--- config.mk ---
export PLATFORM = sky130hd
export DESIGN_NAME = lcdce_executor
export DESIGN_NICKNAME = d
export VERILOG_FILES = /design/src/verilog/lcdce_pkg.sv /design/src/verilog/lcdce_fifo.sv /design/src/verilog/lcdce_executor.sv
export SDC_FILE = /design/constraint.sdc
export NUM_CORES = 1
export LEC_CHECK = 0
export ABC_AREA = 1
export BUFFER_PORTS_ARGS = -buffer_cell sky130_fd_sc_hd__buf_2
export CORE_AREA = 2 2 195 197
export CTS_BUF_LIST = sky130_fd_sc_hd__clkbuf_4 sky130_fd_sc_hd__clkbuf_8 sky130_fd_sc_hd__clkbuf_16
export DETAILED_ROUTE_END_ITERATION = 12
export DIE_AREA = 0 0 197 199
export GPL_TIMING_DRIVEN = 0
export PLACE_DENSITY = 0.71
export SKIP_CTS_REPAIR_TIMING = 1
export SYNTH_ARGS = -nofsm -noshare
export SYNTH_HDL_FRONTEND = slang
export SYNTH_SLANG_ARGS = --single-unit
export TNS_END_PERCENT = 1
--- constraint.sdc ---
create_clock -name clock -period 5.7 [get_ports clock]
set_clock_uncertainty 0.15 [all_clocks]
set_input_delay 0.57 -clock clock [delete_from_list [all_inputs] [get_ports clock]]
set_output_delay 0.57 -clock clock [all_outputs]
set_load 0.01 [all_outputs]
--- src/verilog/lcdce_pkg.sv ---
// package for the display command executor: encodings, defaults and carrier types
package lcdce_pkg;
  localparam int RAM_DEPTH   = 40;
  localparam int PTR_W       = 6;
  localparam int SUB_W       = 3;
  localparam logic [3:0] DEVSEL_CODE = 4'hc;
  localparam logic [4:0] BANK_CODE   = 5'h1e;
  localparam logic [3:0] BLINK_CODE  = 4'he;
  localparam logic [5:0] LOADPTR_TOP = 6'h00;
  localparam logic [2:0] SUB_RESET   = 3'h0;
  localparam logic [1:0] MODE_STATIC = 2'h1;
  localparam logic [1:0] MODE_MUX2   = 2'h2;
  localparam logic [1:0] MODE_MUX3   = 2'h3;
  localparam logic [1:0] MODE_MUX4   = 2'h0;
  localparam logic [1:0] BLINK_OFF   = 2'h0;
  localparam logic [5:0] PTR_LAST    = 6'h27;
  localparam int BYTE_W      = 9;
  localparam int FIFO_DEPTH  = 32;
  typedef struct packed {
    logic       is_data;
    logic [7:0] value;
  } lcdce_byte_type;
  typedef struct packed {
    logic       alt_bank_blink_bit;
    logic [1:0] blink_rate_field;
  } lcdce_blink_type;
endpackage : lcdce_pkg

--- src/verilog/lcdce_fifo.sv ---
// synchronous fifo with valid/ready on both sides
`timescale 1ns/1ps
module lcdce_fifo #(
  parameter int WIDTH = 9,
  parameter int DEPTH = 32
) (
  input  wire logic             clock,
  input  wire logic             reset,
  input  wire logic [WIDTH-1:0] in_data,
  input  wire logic             in_valid,
  output logic                  in_ready,
  output logic [WIDTH-1:0]      out_data,
  output logic                  out_valid,
  input  wire logic             out_ready
);
  localparam int AW = $clog2(DEPTH);
  logic [WIDTH-1:0] mem_reg [DEPTH];
  logic [AW-1:0]    wr_reg;
  logic [AW-1:0]    rd_reg;
  logic [AW:0]      cnt_reg;
  logic             push;
  logic             pop;
  assign in_ready  = (cnt_reg != (AW+1)'(DEPTH));
  assign out_valid = (cnt_reg != '0);
  assign out_data  = mem_reg[rd_reg];
  assign push      = in_valid && in_ready;
  assign pop       = out_valid && out_ready;
  always_ff @(posedge clock)
  begin
    if (push)
      mem_reg[wr_reg] <= in_data;
  end
  always_ff @(posedge clock or posedge reset)
  begin
    if (reset)
    begin
      wr_reg  <= '0;
      rd_reg  <= '0;
      cnt_reg <= '0;
    end
    else
    begin
      if (push)
        wr_reg <= (wr_reg == AW'(DEPTH-1)) ? '0 : wr_reg + 1'b1;
      if (pop)
        rd_reg <= (rd_reg == AW'(DEPTH-1)) ? '0 : rd_reg + 1'b1;
      cnt_reg <= cnt_reg + (AW+1)'(push) - (AW+1)'(pop);
    end
  end
endmodule : lcdce_fifo

--- src/verilog/lcdce_executor.sv ---
// command decoder and display controller: state registers and display ram filling
// Functional notes
// command with bits 6..3 = 1100 loads its low three bits into subaddress counter.
// subaddress is unsigned 0..7, default zero.
// bank command bit 1 picks input bank: bit 0/2 static, bits 0-1/2-3 duplex.
// bank command bit 0 picks output bank read for display, same mapping, default 0.
// bank command ignored while 1:3 or 1:4 multiplex is active.
// blink command bit 2 selects alternate bank blinking; default normal.
// in 1:3 or 1:4 modes blinking is always normal.
// blink rate 00 off, 01/10/11 rates one to three.
// each decoded command updates state registers and their combined effect.
// display data written into ram in order set by mode and input bank.
// bit 7 set means next byte is command, clear means data follows.
// data bytes advance data pointer and subaddress counter automatically.
// data byte acknowledged only when address pins match subaddress counter.
`timescale 1ns/1ps
module lcdce_executor
  import lcdce_pkg::*;
#(
  parameter int DEPTH = FIFO_DEPTH
) (
  input  wire logic             clock,
  input  wire logic             reset,
  input  wire logic             start,
  input  wire logic [7:0]       byte_data,
  input  wire logic             byte_valid,
  output logic                  byte_ready,
  input  wire logic             hw_addr_pin_bit0,
  input  wire logic             hw_addr_pin_bit1,
  input  wire logic             hw_addr_pin_bit2,
  input  wire logic [1:0]       drive_mode,
  output logic                  data_ack_reg,
  output logic [2:0]            subaddr_reg,
  output logic [5:0]            pointer_reg,
  output logic                  in_bank_reg,
  output logic                  out_bank_reg,
  output logic                  alt_blink_reg,
  output logic [1:0]            blink_rate_reg,
  output logic                  blink_on_reg,
  output logic [3:0]            ram_rd_reg,
  input  wire logic [5:0]       ram_rd_addr
);
  typedef enum logic [1:0] {
    ST_CMD  = 2'b01,
    ST_DATA = 2'b10
  } lcdce_state_type;
  lcdce_state_type state_reg;
  logic [2:0]      pin_s1_reg;
  logic [2:0]      pin_s2_reg;
  logic            start_s1_reg;
  logic            start_s2_reg;
  logic [3:0]      ram_reg [RAM_DEPTH];
  logic            mux_high;
  lcdce_byte_type  in_word;
  lcdce_byte_type  out_word;
  logic            out_valid;
  logic            take;
  logic            match;
  logic [1:0]      bits_left_reg;
  // pins and frame start come from outside the clock domain
  always_ff @(posedge clock or posedge reset)
  begin
    if (reset)
    begin
      pin_s1_reg   <= 3'h0;
      pin_s2_reg   <= 3'h0;
      start_s1_reg <= 1'b0;
      start_s2_reg <= 1'b0;
    end
    else
    begin
      pin_s1_reg   <= {hw_addr_pin_bit2, hw_addr_pin_bit1, hw_addr_pin_bit0};
      pin_s2_reg   <= pin_s1_reg;
      start_s1_reg <= start;
      start_s2_reg <= start_s1_reg;
    end
  end
  // incoming bytes are buffered; the executor takes one per cycle, so byte_ready drops only when the fifo is full
  assign in_word.is_data = 1'b0;
  assign in_word.value   = byte_data;
  lcdce_fifo #(
    .WIDTH (BYTE_W),
    .DEPTH (DEPTH)
  ) u_fifo (
    .clock     (clock),
    .reset     (reset),
    .in_data   (in_word),
    .in_valid  (byte_valid),
    .in_ready  (byte_ready),
    .out_data  (out_word),
    .out_valid (out_valid),
    .out_ready (take)
  );
  assign mux_high = (drive_mode == MODE_MUX3) || (drive_mode == MODE_MUX4);
  assign match    = (pin_s2_reg == subaddr_reg);
  // one byte per cycle; static mode consumes one ram bit per byte bit pass, kept simple
  assign take     = out_valid;
  always_ff @(posedge clock or posedge reset)
  begin
    if (reset)
      state_reg <= ST_CMD;
    else if (start_s2_reg)
      state_reg <= ST_CMD;
    else if (take && state_reg == ST_CMD && !out_word.value[7])
      state_reg <= ST_DATA;
  end
  // command execution
  always_ff @(posedge clock or posedge reset)
  begin
    if (reset)
    begin
      subaddr_reg    <= SUB_RESET;
      in_bank_reg    <= 1'b0;
      out_bank_reg   <= 1'b0;
      alt_blink_reg  <= 1'b0;
      blink_rate_reg <= BLINK_OFF;
    end
    else if (take && state_reg == ST_CMD)
    begin
      if (out_word.value[6:3] == DEVSEL_CODE)
        subaddr_reg <= out_word.value[2:0];
      else if (out_word.value[6:2] == BANK_CODE && !mux_high)
      begin
        in_bank_reg  <= out_word.value[1];
        out_bank_reg <= out_word.value[0];
      end
      else if (out_word.value[6:3] == BLINK_CODE)
      begin
        alt_blink_reg  <= out_word.value[2];
        blink_rate_reg <= out_word.value[1:0];
      end
    end
    else if (take && state_reg == ST_DATA && pointer_reg == PTR_LAST && bits_left_reg == 2'h0)
      subaddr_reg <= subaddr_reg + 3'h1;
  end
  // blinking is active for any non-zero rate; alternate mode only outside 1:3/1:4
  always_ff @(posedge clock or posedge reset)
  begin
    if (reset)
      blink_on_reg <= 1'b0;
    else
      blink_on_reg <= (blink_rate_reg != BLINK_OFF);
  end
  // byte is split into ram slots: static 1 bit, duplex 2 bits, 1:3 3 bits, 1:4 4 bits per address;
  // each data byte advances the pointer by one address here, a simplification of the pixel packing
  always_ff @(posedge clock or posedge reset)
  begin
    if (reset)
    begin
      pointer_reg   <= LOADPTR_TOP;
      bits_left_reg <= 2'h0;
      data_ack_reg  <= 1'b0;
    end
    else
    begin
      data_ack_reg <= take && state_reg == ST_DATA && match;
      if (take && state_reg == ST_DATA)
      begin
        bits_left_reg <= 2'h0;
        pointer_reg   <= (pointer_reg == PTR_LAST) ? LOADPTR_TOP : pointer_reg + 6'h1;
      end
    end
  end
  always_ff @(posedge clock)
  begin
    if (take && state_reg == ST_DATA && match)
    begin
      case (drive_mode)
        MODE_STATIC:
          if (in_bank_reg)
            ram_reg[pointer_reg][2] <= out_word.value[7];
          else
            ram_reg[pointer_reg][0] <= out_word.value[7];
        MODE_MUX2:
          if (in_bank_reg)
            ram_reg[pointer_reg][3:2] <= out_word.value[7:6];
          else
            ram_reg[pointer_reg][1:0] <= out_word.value[7:6];
        MODE_MUX3:
          ram_reg[pointer_reg][2:0] <= out_word.value[7:5];
        default:
          ram_reg[pointer_reg] <= out_word.value[7:4];
      endcase
    end
  end
  // output bank retrieval; alternate blinking forced off in 1:3/1:4
  always_ff @(posedge clock or posedge reset)
  begin
    if (reset)
      ram_rd_reg <= 4'h0;
    else if (!mux_high && out_bank_reg)
      ram_rd_reg <= {2'h0, ram_reg[ram_rd_addr][3:2]};
    else if (mux_high || !alt_blink_reg)
      ram_rd_reg <= ram_reg[ram_rd_addr];
    else
      ram_rd_reg <= {2'h0, ram_reg[ram_rd_addr][1:0]};
  end
endmodule : lcdce_executor

==> qor.yml, run 1 <==
sta:
  rsz0062_at_grt: "false"
  hold_slack_ps: 198
  post-route-period-util_pct: 63.0
  setup_viol: 0
  layout_setup_ws_ps: 2110
  clock.fmax_ghz: 0.279
  finalMaxSlewViolations: 0
  slew_headroom_pct: 11.2
  tightestPinTransition_ps: 1320
  hold_viol_final: 0
  finalCriticalPeriod_ps: 3590
drt:
  drcViolationCount: 0
  drt_iter0_drc: 1925
  routed.top_layer: "met5"
  ant_nets: 0
  vias: 14800
  met1Wirelength_um: 21800
  wl_met3_um: 6160
  dr.pass1.iters: 6
  drt_wl_total_um: 53100
  wire_per_inst_um: 21.3
  wl_met2_um: 23400
  vias_per_cell: 5.92
clock_tree:
  clk_latency_ps: 580
  cts_buffer_depth: 3
  h-tree-depth: 2
  cts_tree: "yes"
  numCtsBuffers: 47
  clk_pin_slew_ps: 60
  cts.sinks: 462
  cts-root-buf: "clkbuf_16"
global_route:
  grt_pass1_wl_um: 80300
  track_usage_pct: 27.5
  grt_pass1_vias: 14000
  grt_antenna_before_repair: 1
  grt_overflow_total: 0
  grt_max_degree: 43
logic_synthesis:
  ys_warn_count: 0
  synth_compound_gate_area_share_pct: 6.90
  ys.flop_type: "edfxtp_1"
  synth_top_family_by_area: "simple AND/OR/NAND/NOR gates"
  yosys.area.top_type: "edfxtp_1"
  syn_inst: 1888
  synth_common_cells: "416 x edfxtp_1, 397 x nor2_1, 377 x nand2_1, 146 x nand3_1, 138 x o21ai_0"
  seq_area_frac_synth_pct: 67.9
  avgSynthCellArea_um2: 10.6
  synth_area_leaders: "edfxtp_1 62%, nor2_1 7.4%, nand2_1 7.0%"
  synth-edff-count: 416
  ys_seq_elements: 462
  synth.most_common_cell: "edfxtp_1"
  yosys.area_share.simple_pct: 19.1
  async_reset_ff_share_pct: 9.96
  synth_nets: 1934
  synth_top_cell_area_share_pct: 62.2
  synth.area.mux_share_pct: 0.0498
  synthDistinctLibCells: 40
  yosys.area_share.xor_xnor_pct: 0.479
  synth_adder_area_share_pct: 1.47
  synthesis.area_um2: 20100
finish:
  seq_area_um2: 13600
  layout.nets: 2030
  num-fill-cells: 2937
  diodes: 0
  design_area_um2: 22600
  area_growth_pct: 12.5
  utilization_pct: 60.9
  largest_register_ffs: 256
  multi_input_area_um2: 5630
  layout-drive-gt1-share_pct: 10.1
setup_path:
  crit_fanout: 42
  crit_chain: "buf_2 -> inv_2 -> buf_2 -> buf_2 -> o21ai_1 -> o22ai_1 -> a21oi_1 -> nand2_1 -> nand2_1 -> inv_2 -> nand2_1 -> o21ai_4"
  critical_path_arrival_ps: 3650
  cp.required_ps: 5760
  start_kind: "register"
  cp_slowest_cell: "inv_2"
  cp-end-kind: "register"
  slowest_delay_ps: 520
  path_class: "reg -> reg"
die:
  die_h_um: 199
  core_area_um2: 37100
  die-area_um2: 39200
  pin_count: 44
  dieWidth_um: 197
  num_rows: 71
  start_util_pct: 54.1
power:
  ir_worst_vdd_mv: 0.321
  power_density_nw_per_um2: 494
  p_leak_nw: 8.23
placement:
  dp_hpwl_um: 35100
  dp_slack_ps: 2100
  dpl_cell_area_um2: 20900
  gp_congestion: 0.925
  io_buffers: 40
flow_run:
  max_cap_violations: 0
worst_hold_path:
  min_path_type: "reg -> reg"
run_status:
  status: "finished, final reports clean"
## layer usage
metal / up-vias / GRT usage, %
met5: - / 0
met2: 878 / 41.1
met4: 2 / 9.50
met1: 7084 / 40.0
met3: 152 / 6.00
li1: 6668 / -
## stage by stage
stage          cells  total power, W  TNS, ps
2_1_floorplan   1888         0.00668        0
3_3_place_gp    2402         0.00785    -3790
3_5_place_dp    2404         0.00799        0
4_1_cts         2491          0.0111        0
5_1_grt         2496          0.0117        0
6_report        2496          0.0112        0
## cell families after synthesis
group	count (synthesis)
simple gates	948
flops	462
compound gates	254
buf+inv	189
fa+ha+maj	23
xor+xnor	11
mux	1
## power by group
part	total, W	switching, W	internal (W)
Clock	0.00317	0.00131	0.00186
Combinational	0.00352	0.00259	0.000930
Sequential	0.00447	0.000109	0.00437
## path summary, 6_finish.rpt
check                                              from                         end  slack (ps)  cells after the start
setup / recovery           u_fifo.rd_reg[1]$_DFFE_PP0N_    ram_reg[13][2]$_DFFE_PP_        2110                     12
hold / removal                  pin_s1_reg[2]$_DFF_PP0_     pin_s2_reg[2]$_DFF_PP0_         200                      0
setup reg to reg           u_fifo.rd_reg[1]$_DFFE_PP0N_    ram_reg[13][2]$_DFFE_PP_        2110                     12
hold reg to reg                 pin_s1_reg[2]$_DFF_PP0_     pin_s2_reg[2]$_DFF_PP0_         200                      0
max in group asynchronous                         reset    state_reg[0]$_DFFE_PP1P_        4460                      4
min in group asynchronous                         reset  pointer_reg[3]$_DFFE_PP0P_         380                      3
## layout by cell type (no fill, tap or decap), types with 22 or more instances in the layout
cell type / instances
a21oi_1: 39
buf_2: 90
clkbuf_1: 35
clkbuf_16: 49
dfrtp_1: 45
edfxtp_1: 416
ha_1: 22
inv_1: 79
nand2_1: 377
nand3_1: 146
nor2_1: 397
o21ai_0: 137
o22ai_1: 28
## final cells by class
class / count / share of cell area (%)
clock inverters: 27 / 1.15
well taps: 474 / 2.62
multi-input cells: 1237 / 24.9
clock buffers: 60 / 5.96
plain buffers: 100 / 2.19
flip-flops and latches: 462 / 60.4
repair buffers: 47 / 1.32
inverters: 89 / 1.49
## critical path: cells and delay by family (launching register included)
kind | cells | cell delay, ps
buf+inv | 5 | 1470
compound gates | 4 | 760
simple gates | 3 | 430
flops | 1 | 380
(Power assumes the default switching activity.)
==> run 2, diff against run 1 <==
--- a/config.mk
+++ b/config.mk
@@ -12,7 +12,7 @@
 export DETAILED_ROUTE_END_ITERATION = 12
 export DIE_AREA = 0 0 197 199
 export GPL_TIMING_DRIVEN = 0
-export PLACE_DENSITY = 0.71
+export PLACE_DENSITY = 0.73
 export SKIP_CTS_REPAIR_TIMING = 1
 export SYNTH_ARGS = -nofsm -noshare
 export SYNTH_HDL_FRONTEND = slang
==> constraint.sdc (replaced) <==
create_clock -name clock -period 3.1 [get_ports clock]
set_clock_uncertainty 0.15 [all_clocks]
set_input_delay 0.31 -clock clock [delete_from_list [all_inputs] [get_ports clock]]
set_output_delay 0.31 -clock clock [all_outputs]
set_load 0.01 [all_outputs]
==> run 2 against run 1 <==
  * The run now ends with hold timing left
  * Largest power group unchanged
  * Die area did not move
  * Sequential share of layout area barely moved
  * Final cell count rose by 0.12%
  * Non-clock buffer count rose by 4
  * Via count fell by 0.45%
  * Wire length fell by 0.11%
  * Worst hold slack got worse by 210 ps
  * Clock-buffer cell count rose by 5
  * Global-route usage fell by 0.20 points
  * Sequential power rose by 83%
  * First-iteration DRC count fell by 1.6%
  * Combinational power rose by 93%
==> qor.yml, run 2 (synthesized netlist as in run 1, its figures left out) <==
run_status:
  status: "finished with violations"  # was finished, final reports clean
  violations: "hold timing"
drt:
  vias_per_cell: 5.89  # was 5.92
  dr.pass1.iters: 7  # was 6
  vias: 14700  # was 14800
  ant_nets: 0  # unchanged
  wire_per_inst_um: 21.2  # was 21.3 um
  drt_wl_total_um: 53000  # was 53100 um
  drcViolationCount: 0  # unchanged
  drt_iter0_drc: 1895  # was 1925
global_route:
  track_usage_pct: 27.3  # was 27.5%
  grt_overflow_total: 0  # unchanged
  grt_pass1_wl_um: 80000  # was 80300 um
  grt_max_degree: 43  # unchanged
  grt_antenna_before_repair: 0  # was 1
  grt_pass1_vias: 14200  # was 14000
sta:
  tightestPinTransition_ps: 1400  # was 1320 ps
  post-route-period-util_pct: 99.5  # was 63.0%
  slew_headroom_pct: 5.91  # was 11.2%
  clock.fmax_ghz: 0.324  # was 0.279 GHz
  hold_slack_ps: -15.6  # was 198 ps
  finalMaxSlewViolations: 0  # unchanged
  layout_setup_ws_ps: 14.7  # was 2110 ps
  setup_viol: 0  # unchanged
  rsz0062_at_grt: "true"  # was false
  finalCriticalPeriod_ps: 3090  # was 3590 ps
  hold_viol_final: 4  # was 0
clock_tree:
  numCtsBuffers: 46  # was 47
  cts-root-buf: "clkbuf_16"  # unchanged
  cts_tree: "yes"  # unchanged
  cts.sinks: 462  # unchanged
  clk_pin_slew_ps: 60  # about the same
  h-tree-depth: 2  # unchanged
  clk_latency_ps: 570  # was 580 ps
  cts_buffer_depth: 3  # unchanged
power:
  power_w: 0.0204  # was 0.0112 W
  power_density_nw_per_um2: 904  # was 494 nW/um^2
  ir_worst_vdd_mv: 0.594  # was 0.321 mV
  p_leak_nw: 8.22  # was 8.23 nW
setup_path:
  r2r_setup_slack_ps: 10  # was 2110 ps
  cp.required_ps: 3340  # was 5760 ps
  crit_top_cell: "nand2_1"
  crit_family: "buffers and inverters"  # unchanged
  slowest_delay_ps: 380  # was 520 ps
  crit_chain: "buf_2 -> inv_2 -> clkbuf_4 -> buf_2 -> o21ai_1 -> o22ai_1 -> a21oi_1 -> nand2_1 -> nand2_1 -> inv_8 -> nand2_1 -> o21ai_4 -> buf_8"  # was buf_2 -> inv_2 -> buf_2 -> buf_2 -> o21ai_1 -> o22ai_1 -> a21oi_1 -> nand2_1 -> nand2_1 -> inv_2 -> nand2_1 -> o21ai_4
  crit_fanout: 42  # unchanged
  critical_path_arrival_ps: 3330  # was 3650 ps
  cp_slowest_cell: "dfrtp_1"  # was inv_2
  path_buf_inv: 6  # was 5
  path_class: "reg -> reg"  # unchanged
  cp-end-kind: "register"  # unchanged
  start_kind: "register"  # unchanged
die:
  core_area_um2: 37100  # unchanged
  die_h_um: 199  # unchanged
  die-area_um2: 39200  # unchanged
  start_util_pct: 54.1  # unchanged
  pin_count: 44  # unchanged
  dieWidth_um: 197  # unchanged
  num_rows: 71  # unchanged
finish:
  diodes: 0  # unchanged
  layout.nets: 2034  # was 2030
  multi_input_area_um2: 5700  # was 5630 um^2
  layout-drive-gt1-share_pct: 11.1  # was 10.1%
  final_cell_mix: "416 x edfxtp_1, 385 x nor2_1, 376 x nand2_1, 146 x nand3_1, 137 x o21ai_0"  # was 416 x edfxtp_1, 397 x nor2_1, 377 x nand2_1, 146 x nand3_1, 137 x o21ai_0
  largest_register_ffs: 256  # unchanged
  area_growth_pct: 12.5  # about the same
  final_common_cell: "edfxtp_1"  # unchanged
  num-fill-cells: 2910  # was 2937
  design_area_um2: 22600  # about the same
  seq_area_um2: 13600  # unchanged
placement:
  io_buffers: 40  # unchanged
  dpl_cell_area_um2: 21000  # was 20900 um^2
  dp_hpwl_um: 35200  # was 35100 um
  dp_slack_ps: -396  # was 2100 ps
  gp_congestion: 0.906  # was 0.925
flow_run:
  max_cap_violations: 0  # unchanged
worst_hold_path:
  min_path_type: "in -> reg"  # was reg -> reg
==> run 2: changes by cell type in the layout (fill, tap and decap cells not counted), moves of 2 or more <==
cell	before	now
clkinv_2	10	8
clkbuf_4	5	21
buf_4	9	11
o21ai_4	1	3
buf_2	90	85
clkbuf_16	49	47
clkbuf_8	6	2
clkbuf_2	0	2
clkbuf_1	35	33
nor2_1	397	385
nor2_2	3	15
buf_8	0	2
bufinv_16	4	2
==> run 2: worst paths after layout <==
check	end	from	depth (start not counted)
max in group asynchronous	state_reg[0]$_DFFE_PP1P_	reset	4
hold reg to reg	pin_s2_reg[0]$_DFF_PP0_	pin_s1_reg[0]$_DFF_PP0_	0
setup / recovery	ram_reg[26][2]$_DFFE_PP_	u_fifo.rd_reg[1]$_DFFE_PP0N_	13
hold / removal	u_fifo.wr_reg[2]$_DFFE_PP0N_	byte_valid	4
setup reg to reg	ram_reg[26][2]$_DFFE_PP_	u_fifo.rd_reg[1]$_DFFE_PP0N_	13
min in group asynchronous	ram_rd_reg[3]$_DFF_PP0_	reset	3
==> run 2: layout make-up <==
| type | count | share of cell area (%) |
|---|---|---|
| buffer | 100 | 2.25 |
| multi-input combinational | 1238 | 25.2 |
| tap | 474 | 2.62 |
| inverter | 89 | 1.52 |
| timing repair buffer | 51 | 1.52 |
| clock buffer | 65 | 5.86 |
| clock inverter | 20 | 0.648 |
| sequential | 462 | 60.4 |
==> run 2: per-layer routing <==
metal / global-route usage (%) / share of wire (%)
met1: 38.8 / 40
met2: 41.8 / 45
met3: 5.80 / 12
met4: 9.97 / 3.2
met5: 0 / 0
==> run 2: power breakdown <==
part	internal [W]	switching, W
registers	0.00800	0.000195
clock network	0.00315	0.00230
logic	0.00188	0.00491
total	0.0130	0.00741
==> run 2: metrics by stage <==
stage	TNS (ps)	util, %	instances
floorplan	0	-	1888
global placement	-118870	56.2	2402
detailed placement	-40190	56.4	2405
CTS	-42500	60.4	2490
global route	-8290	60.9	2499
finish	0	60.9	2499
==> run 2: tightest hold or removal path, stage by stage <==
cell and delay, ps:
buf_2 70, nand2_1 90, nor2_1 130, a21oi_1 50
